`config.mk`:
```
export PLATFORM = sky130hd
export DESIGN_NAME = sod_datapath
export DESIGN_NICKNAME = d
export VERILOG_FILES = /design/src/shared/sod_pkg.sv /design/src/rtl/sod_datapath.sv /design/src/rtl/sod_subtractor.sv
export SDC_FILE = /design/constraint.sdc
export NUM_CORES = 1
export LEC_CHECK = 0
export BUFFER_PORTS_ARGS = -buffer_cell sky130_fd_sc_hd__buf_4
export CORE_UTILIZATION = 40
export CTS_CLUSTER_DIAMETER = 40
export CTS_CLUSTER_SIZE = 28
export DETAILED_ROUTE_END_ITERATION = 16
export GPL_TIMING_DRIVEN = 0
export PLACE_DENSITY_LB_ADDON = 0.3
export SYNTH_ARGS = -nofsm -noshare
export SYNTH_HDL_FRONTEND = slang
export SYNTH_HIERARCHICAL = 1
export SYNTH_SLANG_ARGS = --single-unit
```
`constraint.sdc`:
```
create_clock -name clk -period 2.6 [get_ports clk]
set_input_delay 0.52 -clock clk [delete_from_list [all_inputs] [get_ports clk]]
set_output_delay 0.52 -clock clk [all_outputs]
set_load 0.01 [all_outputs]
```
`src/shared/sod_pkg.sv`:
```
`default_nettype none
package sod_pkg;
    // ==========================================
    // widths and addressing
    localparam int DATA_W = 8;
    localparam int ADDR_W = 8;
    localparam logic [ADDR_W-1:0] FILE_ADDR_MAX = 8'hff;
    localparam int NIBBLE_W = 4;
    // ==========================================
    // destination field
    localparam logic DEST_ACC = 1'b0;
    localparam logic DEST_FILE = 1'b1;
    // ==========================================
    // reset values
    localparam logic [DATA_W-1:0] ACC_RESET = 8'h00;
    localparam logic CARRY_RESET = 1'b0;
    localparam logic DIGIT_CARRY_RESET = 1'b0;
    localparam logic ZERO_RESET = 1'b0;
    localparam logic POWER_DOWN_RESET = 1'b0;
    localparam logic CORE_STOPPED_RESET = 1'b0;
    localparam logic FILE_WE_RESET = 1'b0;
    localparam logic [ADDR_W-1:0] FILE_WADDR_RESET = 8'h00;
    localparam logic [DATA_W-1:0] FILE_WDATA_RESET = 8'h00;
    // ==========================================
    // operations
    typedef enum logic [1:0] {
        SOD_OP_NONE,
        SOD_OP_SUB,
        SOD_OP_SUB_BORROW,
        SOD_OP_SLEEP
    } sod_op_t;
    typedef enum logic {
        SOD_RUN,
        SOD_ASLEEP
    } sod_state_t;
endpackage
`default_nettype wire

```
`src/rtl/sod_datapath.sv`:
```
`timescale 1ns/1ps
`default_nettype none
module sod_datapath (
    // clock and reset
    input wire logic clk,
    input wire logic rst,
    // instruction
    input wire logic op_valid,
    input wire sod_pkg::sod_op_t op,
    input wire logic [sod_pkg::ADDR_W-1:0] file_addr,
    input wire logic dest,
    input wire logic [sod_pkg::DATA_W-1:0] file_rdata,
    // wake
    input wire logic ext_wake,
    // file write
    output logic file_we,
    output logic [sod_pkg::ADDR_W-1:0] file_waddr,
    output logic [sod_pkg::DATA_W-1:0] file_wdata,
    // state
    output logic [sod_pkg::DATA_W-1:0] acc,
    output logic carry_flag,
    output logic digit_carry_flag,
    output logic zero_flag,
    output logic power_down_flag,
    output logic core_stopped
);
    import sod_pkg::*;

    // ==========================================
    // arithmetic
    logic [DATA_W-1:0] diff;
    logic no_borrow;
    logic nibble_no_borrow;
    logic is_zero;
    logic borrow_in;
    logic is_sub;

    always_comb begin
        is_sub = (op == SOD_OP_SUB) || (op == SOD_OP_SUB_BORROW);
        borrow_in = (op == SOD_OP_SUB_BORROW) ? ~carry_flag : 1'b0;
    end

    sod_subtractor #(.W(DATA_W)) u_sub (
        .minuend(file_rdata),
        .subtrahend(acc),
        .borrow_in(borrow_in),
        .diff(diff),
        .no_borrow(no_borrow),
        .nibble_no_borrow(nibble_no_borrow),
        .is_zero(is_zero)
    );

    // ==========================================
    // sequencer state
    sod_state_t state;
    sod_state_t next_state;
    logic next_power_down_flag;
    logic next_core_stopped;

    // ==========================================
    // decode of the accepted instruction
    logic running;
    logic take_sub;
    logic take_sleep;
    logic take_wake;
    logic write_acc;
    logic write_file;

    always_comb begin
        running = (state == SOD_RUN);
        take_sub = running && op_valid && is_sub;
        take_sleep = running && op_valid && (op == SOD_OP_SLEEP);
        take_wake = !running && ext_wake;
        write_acc = take_sub && (dest == DEST_ACC);
        write_file = take_sub && (dest == DEST_FILE);
    end

    // ==========================================
    // sequencer: running, or asleep until ext_wake
    always_comb begin
        next_state = state;
        next_power_down_flag = power_down_flag;
        unique case (state)
            SOD_RUN: begin
                if (take_sleep) begin
                    next_state = SOD_ASLEEP;
                    next_power_down_flag = 1'b1;
                end
            end
            SOD_ASLEEP: begin
                if (take_wake) begin
                    next_state = SOD_RUN;
                end
            end
        endcase
        next_core_stopped = (next_state == SOD_ASLEEP);
    end

    always_ff @(posedge clk or posedge rst) begin
        if (rst) begin
            state <= SOD_RUN;
            power_down_flag <= POWER_DOWN_RESET;
            core_stopped <= CORE_STOPPED_RESET;
        end else begin
            state <= next_state;
            power_down_flag <= next_power_down_flag;
            core_stopped <= next_core_stopped;
        end
    end

    // ==========================================
    // accumulator
    logic [DATA_W-1:0] next_acc;

    always_comb begin
        next_acc = acc;
        if (write_acc) begin
            next_acc = diff;
        end
    end

    always_ff @(posedge clk or posedge rst) begin
        if (rst) begin
            acc <= ACC_RESET;
        end else begin
            acc <= next_acc;
        end
    end

    // ==========================================
    // carry flag, set when no borrow
    logic next_carry_flag;

    always_comb begin
        next_carry_flag = carry_flag;
        if (take_sub) begin
            next_carry_flag = no_borrow;
        end
    end

    always_ff @(posedge clk or posedge rst) begin
        if (rst) begin
            carry_flag <= CARRY_RESET;
        end else begin
            carry_flag <= next_carry_flag;
        end
    end

    // ==========================================
    // digit carry flag, set when the low nibble did not borrow
    logic next_digit_carry_flag;

    always_comb begin
        next_digit_carry_flag = digit_carry_flag;
        if (take_sub) begin
            next_digit_carry_flag = nibble_no_borrow;
        end
    end

    always_ff @(posedge clk or posedge rst) begin
        if (rst) begin
            digit_carry_flag <= DIGIT_CARRY_RESET;
        end else begin
            digit_carry_flag <= next_digit_carry_flag;
        end
    end

    // ==========================================
    // zero flag
    logic next_zero_flag;

    always_comb begin
        next_zero_flag = zero_flag;
        if (take_sub) begin
            next_zero_flag = is_zero;
        end
    end

    always_ff @(posedge clk or posedge rst) begin
        if (rst) begin
            zero_flag <= ZERO_RESET;
        end else begin
            zero_flag <= next_zero_flag;
        end
    end

    // ==========================================
    // file write strobe, one cycle per write
    logic next_file_we;

    always_comb begin
        next_file_we = write_file;
    end

    always_ff @(posedge clk or posedge rst) begin
        if (rst) begin
            file_we <= FILE_WE_RESET;
        end else begin
            file_we <= next_file_we;
        end
    end

    // ==========================================
    // file write address and data, held until the next write
    logic [ADDR_W-1:0] next_file_waddr;
    logic [DATA_W-1:0] next_file_wdata;

    always_comb begin
        next_file_waddr = file_waddr;
        next_file_wdata = file_wdata;
        if (write_file) begin
            next_file_waddr = file_addr;
            next_file_wdata = diff;
        end
    end

    always_ff @(posedge clk or posedge rst) begin
        if (rst) begin
            file_waddr <= FILE_WADDR_RESET;
            file_wdata <= FILE_WDATA_RESET;
        end else begin
            file_waddr <= next_file_waddr;
            file_wdata <= next_file_wdata;
        end
    end
endmodule
`default_nettype wire

```
`src/rtl/sod_subtractor.sv`:
```
`timescale 1ns/1ps
`default_nettype none
module sod_subtractor #(
    parameter int W = 8
) (
    // operands
    input wire logic [W-1:0] minuend,
    input wire logic [W-1:0] subtrahend,
    input wire logic borrow_in,
    // results
    output logic [W-1:0] diff,
    output logic no_borrow,
    output logic nibble_no_borrow,
    output logic is_zero
);
    import sod_pkg::*;
    logic [W:0] full;
    logic [NIBBLE_W:0] low;
    always_comb begin
        full = {1'b0, minuend} - {1'b0, subtrahend} - {{W{1'b0}}, borrow_in};
        low = {1'b0, minuend[NIBBLE_W-1:0]} - {1'b0, subtrahend[NIBBLE_W-1:0]} - {{NIBBLE_W{1'b0}}, borrow_in};
        diff = full[W-1:0];
        no_borrow = ~full[W];
        nibble_no_borrow = ~low[NIBBLE_W];
        is_zero = (full[W-1:0] == '0);
    end
endmodule
`default_nettype wire

```
# ---- Word level (Yosys, flattened, before mapping)
# Cells that the tools add are included.
dict set report totals {
  ff_bits 30
  inputBits 23
  out_inout_bits 30
  word_cells 34
}
dict set report classes {
  add_sub_neg 4
  eq_ne 3
  n_mux 4
  bitwise_logic 5
  n_reduce_logical 9
}
# operator count
set op_table {}
lappend op_table {{subtractor 8 x 8 -> 9 bit} 1}
lappend op_table {{subtractor 9 x 1 -> 9 bit} 1}
lappend op_table {{zero test 8 bit} 1}
lappend op_table {{logical AND 1 bit} 6}
lappend op_table {{inverter 1 bit} 5}
lappend op_table {{subtractor 4 x 4 -> 5 bit} 1}
lappend op_table {{subtractor 5 x 1 -> 5 bit} 1}
lappend op_table {{equality test 2 bit (second input constant)} 2}
lappend op_table {{2-to-1 mux 1 bit} 3}
lappend op_table {{equality test 2 x 1 -> 1 bit (second input constant)} 1}
lappend op_table {{one-hot mux 1 bit (2 select lines)} 1}
lappend op_table {{AND reduction 2 bit} 1}
lappend op_table {{logical OR 1 bit} 1}

# ---- Depth between registers and ports, before layout
dict set report logic_depth {
  ltp_word 5
  ltp_mapped 13
  mapped_depth_nobuf 13
}

# ---- By module
# The synthesis kept the hierarchy.
# module instances cells_per_inst area_per_inst_um2 seq_area_each_um2
set by_module_without_submodules {}
lappend by_module_without_submodules {sod_datapath 1 70 1223.7 750.7}
lappend by_module_without_submodules {sod_subtractor 1 72 526.8 0.0}

# ---- Least setup slack after synthesis
# OpenSTA, ideal clock, no wires.
dict set report synth_timing {
  path_type {input to register}
  from {in op[0]}
  to {reg zero_flag}
  setup_ns 0.125
  t_arrival_ns 3.011
  required_ns 2.475
  setup_slack_ns -0.536
  path_stages 12
  path_buffers 0
  path_cell_list {inv_1 > ha_1 > nor2b_1 > inv_1 > fa_1 > fa_1 > nand2b_1 > a2111oi_0 > nor2_1 > xnor2_1 > nor3_2 > mux2_2}
}
dict set report synth_between {
  elab_chain_len 4
  elab_cells_between_ends 7
  cone_classes {add/sub: 1; eq/ne: 2; mux: 1; reduce/logical: 3}
}
# element line
set synth_rtl {}
lappend synth_rtl {{from (decl)} sod_datapath.sv:9} ;# input wire sod_pkg::sod_op_t op,
lappend synth_rtl {{equality test 2 bit} sod_datapath.sv:40} ;# borrow_in = (op == SOD_OP_SUB_BORROW) ? ~carry_flag : 1'b0;
lappend synth_rtl {{2-to-1 mux 1 bit} sod_datapath.sv:40}
lappend synth_rtl {{net borrow_in} sod_datapath.sv:35} ;# logic borrow_in;
lappend synth_rtl {{subtractor 9 x 1 -> 9 bit} sod_subtractor.sv:20} ;# full = {1'b0, minuend} - {1'b0, subtrahend} - {{W{1'b0}}, borrow_in};
lappend synth_rtl {{net diff[6]} sod_datapath.sv:31} ;# logic [DATA_W-1:0] diff;
lappend synth_rtl {{zero test 8 bit} sod_subtractor.sv:25} ;# is_zero = (full[W-1:0] == '0);
lappend synth_rtl {{net is_zero} sod_datapath.sv:34} ;# logic is_zero;
lappend synth_rtl {{to (signal assigned)} sod_datapath.sv:183} ;# zero_flag <= next_zero_flag;
lappend synth_rtl {{to (decl)} sod_datapath.sv:23} ;# output logic zero_flag,
# The timed path passes the listed nets, and every way through them passes these cells.
# A chain may end at the register's enable or synchronous reset.

# ---- Final worst setup path
# Same ends and word-level chain as after synthesis.

==> results.yml <==
routing:
  first_pass_iters: 4
  wirelength_um: 3794
  vias_per_cell: 4.910
  vias: 1257
  antenna_left: 0
  drcViolationCount: 0
  wl_per_cell_um: 14.82
  drtIter0Drc: 22
placed_design:
  io_buffer_count: 52
  post-dp-hpwl_um: 2796
  place_congestion: 0.9123
worst_setup_path:
  reg2reg_depth: 9
  crit_fanout: 3
  crit_start: "op[0]"
  worstPathRequired_ns: 2.83
  worstSetupPathType: "input port to flop"
  crit_path_end_kind: "flop"
  arrival_ns: 3.03
  reg2reg_slack_ns: -0.12
  endpoint: "zero_flag"
  r2r_end: "zero_flag"
  cp-start-kind: "input port"
  r2r_start: "carry_flag"
synth:
  avgSynthCellArea_um2: 12.33
  ys_seq_elements: 30
  ys_seq_area_share_pct: 42.89
  ys_async_sr_fraction_pct: 100.0
  synth_area_um2: 1750
  synth_edf_count: 0
  synthCells: 142
  syn_nets: 183
  synth_cell_types: 32
  synth-main-ff-cell: "dfrtp_1"
  ys_warn_count: 6
timing:
  finalHoldViolations: 0
  max_freq_mhz: 356.1
  fin_crit_sh_pct: 108.0
  slew_violations: 0
  setup_ws_ns: -0.2082
  period_needed_ns: 2.808
  worstMarginPinSlew_ns: 1.141
  rsz0062_at_grt: "yes"
  setup_viol: 4
  fin_worst_skew_ns: 0.004541
  slew_headroom_pct: 23.87
cts:
  cts_made_buffers: 5
  clk_pin_slew_ns: 0.06
  cts_root_buf: "clkbuf_8"
  cts_max_level: 2
  clock_sink_count: 30
  clock_latency_ns: 0.28
  cts_tree: "built"
  cts.path.max_buffers: 2
global_routing:
  grt-ovfl-total: 0
  grt_use_total_pct: 17.42
  first_global_vias: 1321
  grt_pass1_wl_um: 5830
  grt_max_degree: 31
  antenna_found_initial: 0
die:
  die_area_um2: 4644
  die_h_um: 68.15
  top_level_ports: 53
  die_w_um: 68.15
  core_area_um2: 4086
  placementRows: 23
  start_util_pct: 42.84
cells_and_area:
  final_nets: 246
  layout_common_cells: "buf_4, dfrtp_1, inv_1"
  antennaDiodeCount: 0
  final_common_cell: "buf_4"
  syn_to_final_growth_pct: 42.24
  utilization_pct: 60.93
  final_layout_size_suffix_gt1_share_pct: 53.88
outcome:
  status: "complete, but fails checks"
  violations: "negative setup slack"
pwr:
  combinationalPowerShare_pct: 63.3
  power.internal_mw: 1.918
  clkPwrFrac_pct: 12.4
  vdd_drop_max_uv: 611.8
  switching_share_pct: 39.43
  power_density_nw_per_um2: 1272
  power.leakage_nw: 1.208
  seq_power_share_pct: 24.3
  switching_power_mw: 1.248
  total_power_mw: 3.166
min_path:
  hold_path_class: "input port to flop"
flow_run:
  maxCapViolCount: 0
==> flip-flops by register name, summed over array words and instances, names as in the netlist <==
| name | cells |
|---|---|
| file_we | 1 |
| file_wdata | 8 |
| power_down_flag | 1 |
| acc | 8 |
| zero_flag | 1 |
| carry_flag | 1 |
| state | 1 |
| digit_carry_flag | 1 |
| file_waddr | 8 |
==> cell families (layout without fill, tap and decap cells) <==
group / after synthesis / count (layout) / share of synthesized area [%]
flops: 30 / 30 / 42.89
simple gates: 18 / 18 / 7.077
mux: 28 / 28 / 19.87
xor+xnor: 9 / 9 / 4.503
compound gates: 12 / 12 / 4.790
buf+inv: 27 / 91 / 7.148
fa+ha+maj: 18 / 18 / 13.72
==> per-layer routing <==
layer / wire (µm) / global-route usage, %
met1: 1611 / 20.17
met2: 1883 / 29.17
met3: 237 / 6.167
met4: 61 / 6.771
met5: 0 / 0
==> power by group through the flow <==
stage               combinational (mW)  sequential [mW]  clock, mW
finish                            2.00            0.770      0.392
global route                      2.17            0.797      0.424
CTS                               1.81            0.772      0.401
detailed placement                1.62            0.780          0
global placement                  1.58            0.766          0
floorplan                         1.00            0.848          0
==> final cells by class <==
cell class                 count  area (µm²)
buffer                         2       31.28
tap                           50       62.56
sequential                    30       750.7
fill                         339        1597
timing repair buffer          56       432.9
multi-input combinational     85        1015
inverter                      25       106.4
clock buffer                   7       86.33
clock inverter                 1       5.005
==> worst min path at each step <==
| stage | cells after the start | to | start |
|---|---|---|---|
| after floorplan | 1 | power_down_flag | power_down_flag |
| after global placement | 1 | power_down_flag | power_down_flag |
| after detailed placement | 1 | power_down_flag | power_down_flag |
| after CTS | 2 | state | ext_wake |
| after global routing | 2 | state | ext_wake |
| final | 2 | state | ext_wake |
==> critical path, stage by stage <==
cell	delay, ns
buf_12	0.11
inv_12	0.04
ha_4	0.11
nor2b_1	0.11
inv_1	0.07
fa_2	0.42
fa_2	0.37
xor2_1	0.19
or3_1	0.37
or4_4	0.43
nor3_2	0.13
mux2_4	0.17
==> repair_timing <==
action                                  CTS  global route
gates cloned                              0             0
pin swaps                                 8             4
endpoints found under the setup margin    6             6
setup buffers                             2             2
hold buffers                              0             0
resized for setup                        10             9
==> through the flow <==
stage | setup WS [ns] | cells | hold WS, ns | setup TNS, ns | cell area [µm²]
2_1_floorplan | -0.2423 | 142 | 0.5134 | -0.4783 | 1818
3_3_place_gp | -0.6083 | 244 | 0.4665 | -2.736 | 2271
3_5_place_dp | -0.6177 | 244 | 0.4761 | -3.001 | 2271
4_1_cts | -0.2199 | 254 | 0.4168 | -0.6734 | 2420
5_1_grt | -0.3052 | 256 | 0.4231 | -1.022 | 2490
6_report | -0.2082 | 256 | 0.4194 | -0.6054 | 2490
==> synthesized netlist by cell type, types with 2 or more instances <==
library cell,instances,area [µm²]
a21oi_1,3,15.01
dfrtp_1,30,750.7
nand2_1,4,15.01
mux2_4,9,135.1
o21ai_0,2,10.01
inv_1,25,93.84
nor2_1,4,15.01
ha_1,16,200.2
xor2_1,4,35.03
mux2_2,18,202.7
xnor2_1,5,43.79
fa_1,2,40.04
No activity file was read; power rests on OpenSTA's default activity.
